$ cat config.mk
export PLATFORM = sky130hd
export DESIGN_NAME = swm_master
export DESIGN_NICKNAME = d
export VERILOG_FILES = /design/src/logic/swm_buf2.v /design/src/logic/swm_master.v
export VERILOG_INCLUDE_DIRS = /design/src /design/src/inc
export SDC_FILE = /design/constraint.sdc
export NUM_CORES = 1
export LEC_CHECK = 0
export BUFFER_PORTS_ARGS = -buffer_cell sky130_fd_sc_hd__buf_2
export CORE_MARGIN = 5
export CORE_UTILIZATION = 59
export DETAILED_ROUTE_END_ITERATION = 10
export GPL_TIMING_DRIVEN = 0
export PLACE_DENSITY = 0.79
export SYNTH_ARGS = -nofsm -noshare
export SYNTH_HDL_FRONTEND = slang
export SYNTH_SLANG_ARGS = --single-unit
$ cat constraint.sdc
create_clock -name clk -period 2.4 [get_ports clk]
set_input_delay 0.48 -clock clk [delete_from_list [all_inputs] [get_ports clk]]
set_output_delay 0.48 -clock clk [all_outputs]
set_load 0.02 [all_outputs]
$ cat src/inc/swm_regs.vh
// Timing counts, command codes and operation encodings of the single-wire bus master.
`ifndef SWM_REGS_VH
`define SWM_REGS_VH

// System clock and the one-microsecond tick derived from it.
`define SWM_CLK_HZ 20000000
`define SWM_TICK_CYC (`SWM_CLK_HZ / 1000000)

// Line timing in microseconds.
`define SWM_T_RST_LOW_US 10'd480
`define SWM_T_PRES_SAMPLE_US 10'd70
`define SWM_T_RST_HIGH_US 10'd480
`define SWM_T_W1_LOW_US 10'd6
`define SWM_T_W0_LOW_US 10'd60
`define SWM_T_RD_LOW_US 10'd2
`define SWM_T_RD_SAMPLE_US 10'd12
`define SWM_T_SLOT_US 10'd65
`define SWM_T_REC_US 10'd2

// User operations.
`define SWM_OP_RESET 3'h0
`define SWM_OP_WR_BYTE 3'h1
`define SWM_OP_RD_BYTE 3'h2
`define SWM_OP_WR_BIT 3'h3
`define SWM_OP_RD_BIT 3'h4
`define SWM_OP_CRC_CLR 3'h5

// Function command codes of the device; the master watches only the convert, copy and commit token codes.
`define SWM_CMD_CONVERT 8'h44
`define SWM_CMD_READ_SP1 8'hBE
`define SWM_CMD_READ_SP2 8'hAA
`define SWM_CMD_WRITE_SP2 8'h0F
`define SWM_CMD_COPY_SP2 8'h55
`define SWM_CMD_COPY_TOKEN 8'hA5
`define SWM_CMD_READ_MEM 8'hF0
`define SWM_CMD_READ_PSU 8'hB4
`define SWM_LOCK_VALUE 8'h55
`define SWM_LOCK_LOW_ADDR 8'h80
`define SWM_LOCK_HIGH_ADDR 8'h81

// CRC feedback constant for the reflected polynomial.
`define SWM_CRC_POLY 8'h8C
`define SWM_CRC_INIT 8'h00

`endif

$ cat src/logic/swm_buf2.v
// Two-entry buffer with valid and ready on both sides and registered outputs.
module swm_buf2 (
  input wire clk,
  input wire rstn,
  input wire in_valid,
  output wire in_ready,
  input wire [7:0] in_data,
  output wire out_valid,
  input wire out_ready,
  output wire [7:0] out_data
);

  reg [7:0] head_reg;
  reg [7:0] tail_reg;
  reg [1:0] count_reg;
  wire push;
  wire pop;

  // Full means two words held; the filling side then stalls.
  assign in_ready = (count_reg != 2'd2);
  assign out_valid = (count_reg != 2'd0);
  assign out_data = head_reg;
  assign push = in_valid && in_ready;
  assign pop = out_valid && out_ready;

  // The head always holds the oldest word, the tail the second one.
  always @(posedge clk or negedge rstn) begin
    if (!rstn) begin
      head_reg <= 8'h00;
      tail_reg <= 8'h00;
      count_reg <= 2'd0;
    end else begin
      case ({push, pop})
        2'b10: begin
          if (count_reg == 2'd0) begin
            head_reg <= in_data;
          end else begin
            tail_reg <= in_data;
          end
          count_reg <= count_reg + 2'd1;
        end
        2'b01: begin
          head_reg <= tail_reg;
          count_reg <= count_reg - 2'd1;
        end
        2'b11: begin
          if (count_reg == 2'd1) begin
            head_reg <= in_data;
          end else begin
            head_reg <= tail_reg;
            tail_reg <= in_data;
          end
        end
        default: begin
          count_reg <= count_reg;
        end
      endcase
    end
  end

endmodule // swm_buf2

$ cat src/logic/swm_master.v
// Single-wire bus master: reset, bit slots, byte shifting, CRC and strong pullup control.
`include "swm_regs.vh"

module swm_master (
  input wire clk,
  input wire rstn,
  input wire cmd_valid,
  output wire cmd_ready,
  input wire [2:0] cmd_op,
  input wire [7:0] cmd_data,
  input wire parasite_mode,
  output wire rd_valid,
  input wire rd_ready,
  output wire [7:0] rd_data,
  output wire done,
  output wire presence,
  output wire [7:0] crc,
  output wire spu_en,
  input wire dq_in,
  output wire dq_out,
  output wire dq_oe
);

  localparam [6:0] ST_IDLE = 7'b0000001;
  localparam [6:0] ST_RST_LOW = 7'b0000010;
  localparam [6:0] ST_RST_HIGH = 7'b0000100;
  localparam [6:0] ST_SLOT = 7'b0001000;
  localparam [6:0] ST_NEXT = 7'b0010000;
  localparam [6:0] ST_PUSH = 7'b0100000;
  localparam [6:0] ST_DONE = 7'b1000000;
  localparam integer TICK_CYC = `SWM_TICK_CYC;
  localparam [4:0] TICK_LAST = TICK_CYC[4:0] - 5'd1;

  reg [6:0] state_reg;
  reg [6:0] state_next;
  reg [4:0] div_reg;
  reg tick_reg;
  reg [9:0] us_reg;
  reg sync1_reg;
  reg sync2_reg;
  reg [7:0] shift_reg;
  reg [2:0] bit_reg;
  reg byte_mode_reg;
  reg read_mode_reg;
  reg sample_reg;
  reg [7:0] crc_reg;
  reg [9:0] low_len_reg;
  reg cmd_ready_reg;
  reg done_reg;
  reg presence_reg;
  reg spu_reg;
  reg dq_oe_reg;
  reg dq_out_reg;
  reg copy_armed_reg;
  wire take;
  wire buf_in_ready;
  wire [7:0] push_data;

  // One bit of the reflected CRC; the same step serves sent and received bits.
  function [7:0] crc_step;
    input [7:0] c;
    input b;
    begin
      crc_step = (c[0] ^ b) ? ((c >> 1) ^ `SWM_CRC_POLY) : (c >> 1);
    end
  endfunction

  // Length of the low phase that opens a slot for the current bit.
  function [9:0] low_len;
    input rd;
    input b;
    begin
      if (rd) begin
        low_len = `SWM_T_RD_LOW_US;
      end else if (b) begin
        low_len = `SWM_T_W1_LOW_US;
      end else begin
        low_len = `SWM_T_W0_LOW_US;
      end
    end
  endfunction

  assign take = cmd_valid && cmd_ready_reg;
  assign push_data = byte_mode_reg ? shift_reg : {7'h00, sample_reg};
  assign cmd_ready = cmd_ready_reg;
  assign done = done_reg;
  assign presence = presence_reg;
  assign crc = crc_reg;
  assign spu_en = spu_reg;
  assign dq_oe = dq_oe_reg;
  assign dq_out = dq_out_reg;

  // Read results wait here so that a stalled receiver loses no word.
  swm_buf2 u_buf (
    .clk(clk),
    .rstn(rstn),
    .in_valid(state_reg == ST_PUSH),
    .in_ready(buf_in_ready),
    .in_data(push_data),
    .out_valid(rd_valid),
    .out_ready(rd_ready),
    .out_data(rd_data)
  );

  // Two flip-flops bring the bus line into the clock domain.
  always @(posedge clk or negedge rstn) begin
    if (!rstn) begin
      sync1_reg <= 1'b1;
      sync2_reg <= 1'b1;
    end else begin
      sync1_reg <= dq_in;
      sync2_reg <= sync1_reg;
    end
  end

  // Microsecond tick, restarted with each timed phase so phases begin cleanly.
  always @(posedge clk or negedge rstn) begin
    if (!rstn) begin
      div_reg <= 5'd0;
      tick_reg <= 1'b0;
    end else if (state_reg != state_next) begin
      div_reg <= 5'd0;
      tick_reg <= 1'b0;
    end else if (div_reg == TICK_LAST) begin
      div_reg <= 5'd0;
      tick_reg <= 1'b1;
    end else begin
      div_reg <= div_reg + 5'd1;
      tick_reg <= 1'b0;
    end
  end

  // Next state of the sequencer.
  always @* begin
    state_next = state_reg;
    case (state_reg)
      ST_IDLE: begin
        if (take) begin
          case (cmd_op)
            `SWM_OP_RESET: state_next = ST_RST_LOW;
            `SWM_OP_WR_BYTE: state_next = ST_SLOT;
            `SWM_OP_RD_BYTE: state_next = ST_SLOT;
            `SWM_OP_WR_BIT: state_next = ST_SLOT;
            `SWM_OP_RD_BIT: state_next = ST_SLOT;
            default: state_next = ST_DONE;
          endcase
        end
      end
      ST_RST_LOW: begin
        if (tick_reg && us_reg == `SWM_T_RST_LOW_US - 10'd1) begin
          state_next = ST_RST_HIGH;
        end
      end
      ST_RST_HIGH: begin
        if (tick_reg && us_reg == `SWM_T_RST_HIGH_US - 10'd1) begin
          state_next = ST_DONE;
        end
      end
      ST_SLOT: begin
        if (tick_reg && us_reg == `SWM_T_SLOT_US + `SWM_T_REC_US - 10'd1) begin
          state_next = ST_NEXT;
        end
      end
      ST_NEXT: begin
        if (byte_mode_reg && bit_reg != 3'd7) begin
          state_next = ST_SLOT;
        end else if (read_mode_reg) begin
          state_next = ST_PUSH;
        end else begin
          state_next = ST_DONE;
        end
      end
      ST_PUSH: begin
        if (buf_in_ready) begin
          state_next = ST_DONE;
        end
      end
      ST_DONE: begin
        state_next = ST_IDLE;
      end
      default: begin
        state_next = ST_IDLE;
      end
    endcase
  end

  // State register, phase timer and the registered handshake outputs.
  always @(posedge clk or negedge rstn) begin
    if (!rstn) begin
      state_reg <= ST_IDLE;
      us_reg <= 10'd0;
      cmd_ready_reg <= 1'b0;
      done_reg <= 1'b0;
    end else begin
      state_reg <= state_next;
      cmd_ready_reg <= (state_next == ST_IDLE);
      done_reg <= (state_reg == ST_DONE);
      if (state_reg != state_next) begin
        us_reg <= 10'd0;
      end else if (tick_reg) begin
        us_reg <= us_reg + 10'd1;
      end
    end
  end

  // Line drive: low during reset and the opening part of each slot, else released.
  always @(posedge clk or negedge rstn) begin
    if (!rstn) begin
      dq_oe_reg <= 1'b0;
      dq_out_reg <= 1'b0;
    end else begin
      dq_out_reg <= 1'b0;
      if (state_next == ST_RST_LOW) begin
        dq_oe_reg <= 1'b1;
      end else if (state_next == ST_SLOT && state_reg == ST_SLOT) begin
        dq_oe_reg <= (us_reg < low_len_reg);
      end else if (state_next == ST_SLOT) begin
        dq_oe_reg <= 1'b1;
      end else begin
        dq_oe_reg <= 1'b0;
      end
    end
  end

  // Bit shifting, sampling, presence detection and the running CRC.
  always @(posedge clk or negedge rstn) begin
    if (!rstn) begin
      shift_reg <= 8'h00;
      bit_reg <= 3'd0;
      byte_mode_reg <= 1'b0;
      read_mode_reg <= 1'b0;
      sample_reg <= 1'b0;
      crc_reg <= `SWM_CRC_INIT;
      low_len_reg <= 10'd0;
      presence_reg <= 1'b0;
    end else begin
      case (state_reg)
        ST_IDLE: begin
          if (take) begin
            shift_reg <= cmd_data;
            bit_reg <= 3'd0;
            byte_mode_reg <= (cmd_op == `SWM_OP_WR_BYTE) || (cmd_op == `SWM_OP_RD_BYTE);
            read_mode_reg <= (cmd_op == `SWM_OP_RD_BYTE) || (cmd_op == `SWM_OP_RD_BIT);
            low_len_reg <= low_len((cmd_op == `SWM_OP_RD_BYTE) || (cmd_op == `SWM_OP_RD_BIT),
              cmd_data[0]);
            if (cmd_op == `SWM_OP_RESET || cmd_op == `SWM_OP_CRC_CLR) begin
              crc_reg <= `SWM_CRC_INIT;
            end
            if (cmd_op == `SWM_OP_RESET) begin
              presence_reg <= 1'b0;
            end
          end
        end
        ST_RST_HIGH: begin
          if (tick_reg && us_reg == `SWM_T_PRES_SAMPLE_US) begin
            presence_reg <= !sync2_reg;
          end
        end
        ST_SLOT: begin
          if (tick_reg && us_reg == `SWM_T_RD_SAMPLE_US && read_mode_reg) begin
            sample_reg <= sync2_reg;
          end
          if (tick_reg && us_reg == `SWM_T_RD_SAMPLE_US && !read_mode_reg) begin
            sample_reg <= shift_reg[0];
          end
        end
        ST_NEXT: begin
          if (byte_mode_reg) begin
            crc_reg <= crc_step(crc_reg, sample_reg);
            if (read_mode_reg) begin
              shift_reg <= {sample_reg, shift_reg[7:1]};
            end else begin
              shift_reg <= {shift_reg[0], shift_reg[7:1]};
              low_len_reg <= low_len(1'b0, shift_reg[1]);
            end
            if (bit_reg != 3'd7) begin
              bit_reg <= bit_reg + 3'd1;
            end
          end
        end
        default: begin
          bit_reg <= bit_reg;
        end
      endcase
    end
  end

  // Strong pullup after a conversion start or a commit token on a parasite-powered bus.
  always @(posedge clk or negedge rstn) begin
    if (!rstn) begin
      spu_reg <= 1'b0;
      copy_armed_reg <= 1'b0;
    end else begin
      if (take) begin
        spu_reg <= 1'b0;
      end else if (state_reg == ST_DONE && byte_mode_reg && !read_mode_reg && parasite_mode &&
          (shift_reg == `SWM_CMD_CONVERT || (copy_armed_reg &&
          shift_reg == `SWM_CMD_COPY_TOKEN))) begin
        spu_reg <= 1'b1;
      end
      if (take && cmd_op == `SWM_OP_RESET) begin
        copy_armed_reg <= 1'b0;
      end else if (state_reg == ST_DONE && byte_mode_reg && !read_mode_reg) begin
        copy_armed_reg <= (shift_reg == `SWM_CMD_COPY_SP2);
      end
    end
  end

endmodule // swm_master

==> metrics.yaml, run 1 <==
global_route:
  antenna_found_initial: 0
  first_global_vias: 3021
  grt_usage_pct: 21.1
  grt_start_max_net_pins: 39
  grt_pass1_wl_mm: 14.6
  gr-total-overflow: 0
yosys:
  synth_xor_area_share_pct: 3.98
  synthFlopType: "dfrtp_1"
  async_flop_share_pct: 100
  yosys.area_share.simple_pct: 22.3
  synth_top_family_by_area: "simple AND/OR/NAND/NOR gates"
  ys_seq_area_share_pct: 46.8
  synth_top_area_share_pct: 44.8
  synth-adder-area-share_pct: 5.05
  syn_area_sq_um: 3960
  synth_edf_count: 0
  synth.avg_cell_area_sq_um: 9.93
  netlist_instances: 399
  synth_top_area_cell: "dfrtp_1"
  synth.distinct_cells: 64
  yosys-top-cells-area: "dfrtp_1, nand2_1, ha_1, mux2_2, nor2_1"
  muxShareOfSynthArea_pct: 4.92
  syn_nets: 432
  yosysWarnings: 0
  synth_compound_area_share_pct: 12.8
  ys_ff_latch: 74
sta:
  final.min_clock_period_ps: 2220
  fin_skew_ps: 7.10
  worst_hold_slack_ps: 77.6
  drv_slew: 0
  setup_violations: 0
  fmax_mhz: 451
  hold_viol_final: 0
  rsz0062_at_grt: "false"
  tns_ps: 0
  fin_crit_sh_pct: 92.4
layout:
  final_cell_mix: "dfrtp_1, nand2_1, buf_2"
  antenna_cells: 0
  drive_above_1_share_pct: 22.5
  seqCellArea_sq_um: 1860
  syn2layout_area_growth_pct: 13.8
  largest_reg_flops: 10
  fin_cells: 531
  n_fill_cell: 516
  fin_nets: 482
  multi_input_area_sq_um: 1960
  final_common_cell: "dfrtp_1"
clocking:
  cts_tree: "built"
  path_clk_slew_ps: 80
  clockBufferDepth: 2
  cts_max_level: 3
  cts_sinks: 74
  clock_latency_ps: 350
  root_buffer: "clkbuf_8"
  cts_made_buffers: 9
setup_path:
  end_kind: "register"
  r2r-start: "u_buf.count_reg[0]"
  rr_endpoint: "u_buf.out_data[5]"
  cp-endpoint: "u_buf.out_data[5]"
  critPathKind: "register to register"
  r2r_cells: 11
  path_max_fanout: 7
  crit_start: "u_buf.count_reg[0]"
  worstPathArrival_ps: 2460
  critPathRequiredTime_ps: 2640
  ff2ff_setup_slack_ps: 180
  cp-start-kind: "register"
pwr:
  powerDensity_nw_per_um2: 960
  p_int_mw: 2.73
  switching_power_mw: 1.60
  seqPwrFrac_pct: 40.7
  p_leak_nw: 2.14
  max-vdd-ir-drop_v: 0.000650
  switching_share_pct: 36.9
  power_frac_comb_pct: 34.0
  clkPwrFrac_pct: 25.3
placed_design:
  placedCellCount: 515
  hpwl_mm: 6.14
  portBuffers: 38
  gp_congestion: 0.878
floorplanning:
  num_io_pins: 40
  die-height_microns: 92.0
  die_w_microns: 92.0
  row_count: 29
  die-area_sq_um: 8460
  fp.coreArea_sq_um: 6460
  initial_core_util_pct: 61.4
route:
  wl_per_cell_microns: 15.8
  vias_per_cell: 5.78
  routed_wl_mm: 8.41
  firstDrtPassIters: 5
  vias: 3070
  ant_nets: 0
  drcViolationCount: 0
  initialDrtViolationCount: 260
job:
  maxCapViolations: 0
hold_path:
  hp-class: "input pin to async pin"
run_status:
  status: "finished clean"
==> per-stage QoR <==
stage | instance area, sq um | util (%) | total power, mW | setup WS (ps)
6_report | 4510 | 69.8 | 4.33 | 182
5_1_grt | 4510 | 69.8 | 4.62 | 36.2
4_1_cts | 4500 | 69.7 | 4.34 | 9.71
3_5_place_dp | 4270 | 66.2 | 3.23 | 18.8
3_3_place_gp | 4250 | 65.8 | 3.16 | 106
2_1_floorplan | 3960 | - | 2.80 | 208
==> per-layer routing <==
metal,part of all wire (%),vias up,GRT usage [%]
met5,0,-,0
met4,2.0,0,9.28
met3,4.8,16,3.76
met2,48,65,33.0
met1,45,1493,28.8
li1,-,1496,-
==> logic make-up after synthesis <==
family                     after synthesis
and+or+nand+nor                        165
AOI/OAI and AO/OA                       75
DFF                                     74
buffers and inverters                   32
xor gates and xnor gates                18
muxes                                   18
adders and majority gates               16
other                                    1
==> power by group through the flow <==
stage | logic (mW) | registers [mW] | clock network (mW)
after CTS | 1.46 | 1.76 | 1.12
final | 1.47 | 1.76 | 1.10
after global placement | 1.40 | 1.76 | 0
after floorplan | 1.01 | 1.79 | 0
after global routing | 1.65 | 1.79 | 1.17
after detailed placement | 1.45 | 1.78 | 0
==> cell usage after synthesis, types with 5 or more instances <==
| master | number |
|---|---|
| dfrtp_1 | 71 |
| xor2_1 | 7 |
| nor2_1 | 35 |
| mux2i_1 | 6 |
| ha_1 | 16 |
| a31oi_1 | 9 |
| inv_1 | 15 |
| nand3_1 | 7 |
| a21oi_1 | 7 |
| o21ai_0 | 24 |
| nand4_1 | 7 |
| buf_2 | 5 |
| xnor2_1 | 11 |
| clkbuf_1 | 5 |
| a22o_1 | 8 |
| nor3_1 | 6 |
| mux2_2 | 12 |
| nand2_1 | 65 |
==> repair_timing <==
item | CTS | global route
gates resized for setup | 0 | 3
endpoints found under the setup margin | 0 | 13
hold buffers | 0 | 0
buffers inserted | 0 | 1
endpoints found under the hold margin | 0 | 0
==> worst min-delay path by stage <==
stage                               endpoint  slack (ps)  depth (start not counted)
final                     u_buf.count_reg[1]          80                          1
after global routing      u_buf.count_reg[1]         110                          1
after CTS                 u_buf.count_reg[1]         100                          1
after detailed placement           sync2_reg         350                          0
after global placement             sync2_reg         350                          0
after floorplan                   bit_reg[0]         180                          0
==> worst max-delay path: stages, from the launching register on <==
cell and delay (ps):
dfrtp_1 410, inv_1 100, ha_2 220, inv_1 60, nand2_1 110, inv_1 120
ha_1 230, nand2_1 80, nand2_1 80, and2_1 250, a22o_1 200, mux2_2 250
==> layout make-up <==
type | count | share of cell area [%]
Inverter | 15 | 1.25
Tap cell | 77 | 2.14
Multi-Input combinational cell | 293 | 43.4
Clock inverter | 6 | 1.97
Clock buffer | 10 | 3.05
Buffer | 16 | 2.19
Sequential cell | 74 | 41.1
Timing Repair Buffer | 40 | 4.88
Power figures use the tool's default switching activity.
==> inputs of run 2 (changes only) <==
--- a/config.mk
+++ b/config.mk
@@ -8,10 +8,10 @@
 export LEC_CHECK = 0
 export BUFFER_PORTS_ARGS = -buffer_cell sky130_fd_sc_hd__buf_2
 export CORE_MARGIN = 5
-export CORE_UTILIZATION = 59
+export CORE_UTILIZATION = 40
 export DETAILED_ROUTE_END_ITERATION = 10
 export GPL_TIMING_DRIVEN = 0
-export PLACE_DENSITY = 0.79
+export PLACE_DENSITY = 0.57
 export SYNTH_ARGS = -nofsm -noshare
 export SYNTH_HDL_FRONTEND = slang
 export SYNTH_SLANG_ARGS = --single-unit
==> metrics.yaml, run 2 (synthesized netlist as in run 1, its figures left out) <==
clocking:
  cts_sinks: 74  # unchanged
  cts_tree: "built"
  clockBufferDepth: 2  # unchanged
  clock_latency_ps: 350  # about the same
  cts_made_buffers: 9  # unchanged
  holdBufCountCts: 0  # unchanged
  cts_max_level: 3  # unchanged
  root_buffer: "clkbuf_8"
  path_clk_slew_ps: 80  # about the same
route:
  vias: 3007  # -2.1%
  initialDrtViolationCount: 213  # -18%
  ant_nets: 0  # unchanged
  vias_per_cell: 5.11  # -12%
  drcViolationCount: 0  # unchanged
  routed_wl_mm: 8.55  # +1.7%
  wl_per_cell_microns: 14.5  # -8.1%
  firstDrtPassIters: 4  # -1
setup_path:
  critPathKind: "register to register"
  path_max_fanout: 8  # +1
  r2r_cells: 9  # -2
  worstPathArrival_ps: 2470  # about the same
  cp-start-kind: "register"
  end_kind: "register"
  critPathRequiredTime_ps: 2640  # about the same
sta:
  tns_ps: 0  # unchanged
  hold_viol_final: 0  # unchanged
  fmax_mhz: 448  # -0.56%
  worstMarginPinSlew_ps: 523
  final.min_clock_period_ps: 2230  # +12.4 ps
  max_slew_margin_pct: 65.2
  rsz0062_at_grt: "false"
  drv_slew: 0  # unchanged
  setup_violations: 0  # unchanged
  fin_skew_ps: 12.4  # +5.27 ps
  fin_crit_sh_pct: 92.9  # +0.52 points
floorplanning:
  row_count: 36  # +24%
  fp.coreArea_sq_um: 9730  # +51%
  die_w_microns: 110  # +19%
  die-height_microns: 110  # +19%
  initial_core_util_pct: 40.7  # -21 points
  num_io_pins: 40  # unchanged
  die-area_sq_um: 12000  # +42%
pwr:
  p_leak_nw: 2.12  # -0.73%
  powerDensity_nw_per_um2: 908  # -5.4%
  max-vdd-ir-drop_v: 0.000393  # -39%
global_route:
  grt_start_max_net_pins: 40  # +2.6%
  grt_pass1_wl_mm: 14.7  # +0.95%
  first_global_vias: 2939  # -2.7%
  grt_usage_pct: 15.7  # -5.4 points
  gr-total-overflow: 0  # unchanged
  antenna_found_initial: 0  # unchanged
layout:
  final_cell_mix: "dfrtp_1, nand2_1, buf_2"
  fin_area_sq_um: 4540  # +0.67%
  largest_reg_flops: 10  # unchanged
  multi_input_area_sq_um: 1960  # about the same
  drive_above_1_share_pct: 22.6  # +0.17 points
  seqCellArea_sq_um: 1860  # unchanged
  syn2layout_area_growth_pct: 14.6
  antenna_cells: 0  # unchanged
  final_common_cell: "dfrtp_1"
  fin_nets: 483  # +0.21%
  n_fill_cell: 941  # +82%
hold_path:
  hp-class: "input pin to async pin"
placed_design:
  place_area_sq_um: 4340  # +1.6%
  portBuffers: 38  # unchanged
  gp_congestion: 0.764  # -13%
  hpwl_mm: 6.31  # +2.7%
job:
  maxCapViolations: 0  # unchanged
run_status:
  status: "finished clean"
[run 2: final cells by class]
class	count	area share, %
sequential	74	40.9
inverter	15	1.24
clock buffer	10	3.03
tap	133	3.66
multi-input combinational	293	43.1
buffer	16	2.18
timing repair buffer	41	5.02
clock inverter	6	0.937
[run 2: worst paths after layout]
path	startpoint	end	slack (ps)
worst max-delay path	state_reg[0]	u_buf.out_data[5]	170
worst min-delay path	rstn	u_buf.out_data[0]	90
worst max register to register	state_reg[0]	u_buf.out_data[5]	170
worst min register to register	sync1_reg	sync2_reg	380
max in group asynchronous	rstn	sync2_reg	1670
min in group clk	dq_in	sync1_reg	220
[run 2: critical path, stage by stage (launching register included)]
cell	delay, ps
dfstp_2	630
nor2_1	130
nand4b_2	150
inv_1	140
ha_1	260
nand2_1	80
nand2_1	70
and2_2	250
a22o_1	190
mux2_2	250
[run 2: where the power goes]
part	leakage (nW)	internal [mW]	total (mW)	switching, mW
sequential	0.935	1.50	1.76	0.266
combinational	1.10	0.626	1.47	0.842
clock	0.0882	0.403	0.891	0.488
total	2.12	2.53	4.12	1.60
[run 2: stage by stage]
stage	total power, mW	util, %	setup slack [ps]	std cells	hold WS, ps
2_1_floorplan	2.80	-	208	399	184
3_3_place_gp	3.20	44.4	52.4	570	348
3_5_place_dp	3.24	44.6	17.6	571	352
4_1_cts	4.15	46.5	9.78	587	99.8
5_1_grt	4.44	46.7	9.86	588	115
6_report	4.12	46.7	169	588	94.0
[run 2: timing repair]
action                                  in CTS  in global routing
setup buffers                                0                  2
gates resized for setup                      1                  2
endpoints found under the setup margin       7                 16
hold endpoints to repair                     0                  0
pin swaps                                    0                  1
[run 2: routing by layer]
| metal | share of wire (%) | up-vias | track usage (%) | wire length, microns |
|---|---|---|---|---|
| met5 | 0 | - | 0 | 0 |
| met4 | 1.3 | 0 | 4.90 | 113 |
| met3 | 4.0 | 9 | 3.46 | 345 |
| met2 | 45 | 52 | 24.0 | 3840 |
| met1 | 50 | 1447 | 22.2 | 4250 |
| li1 | - | 1499 | - | - |
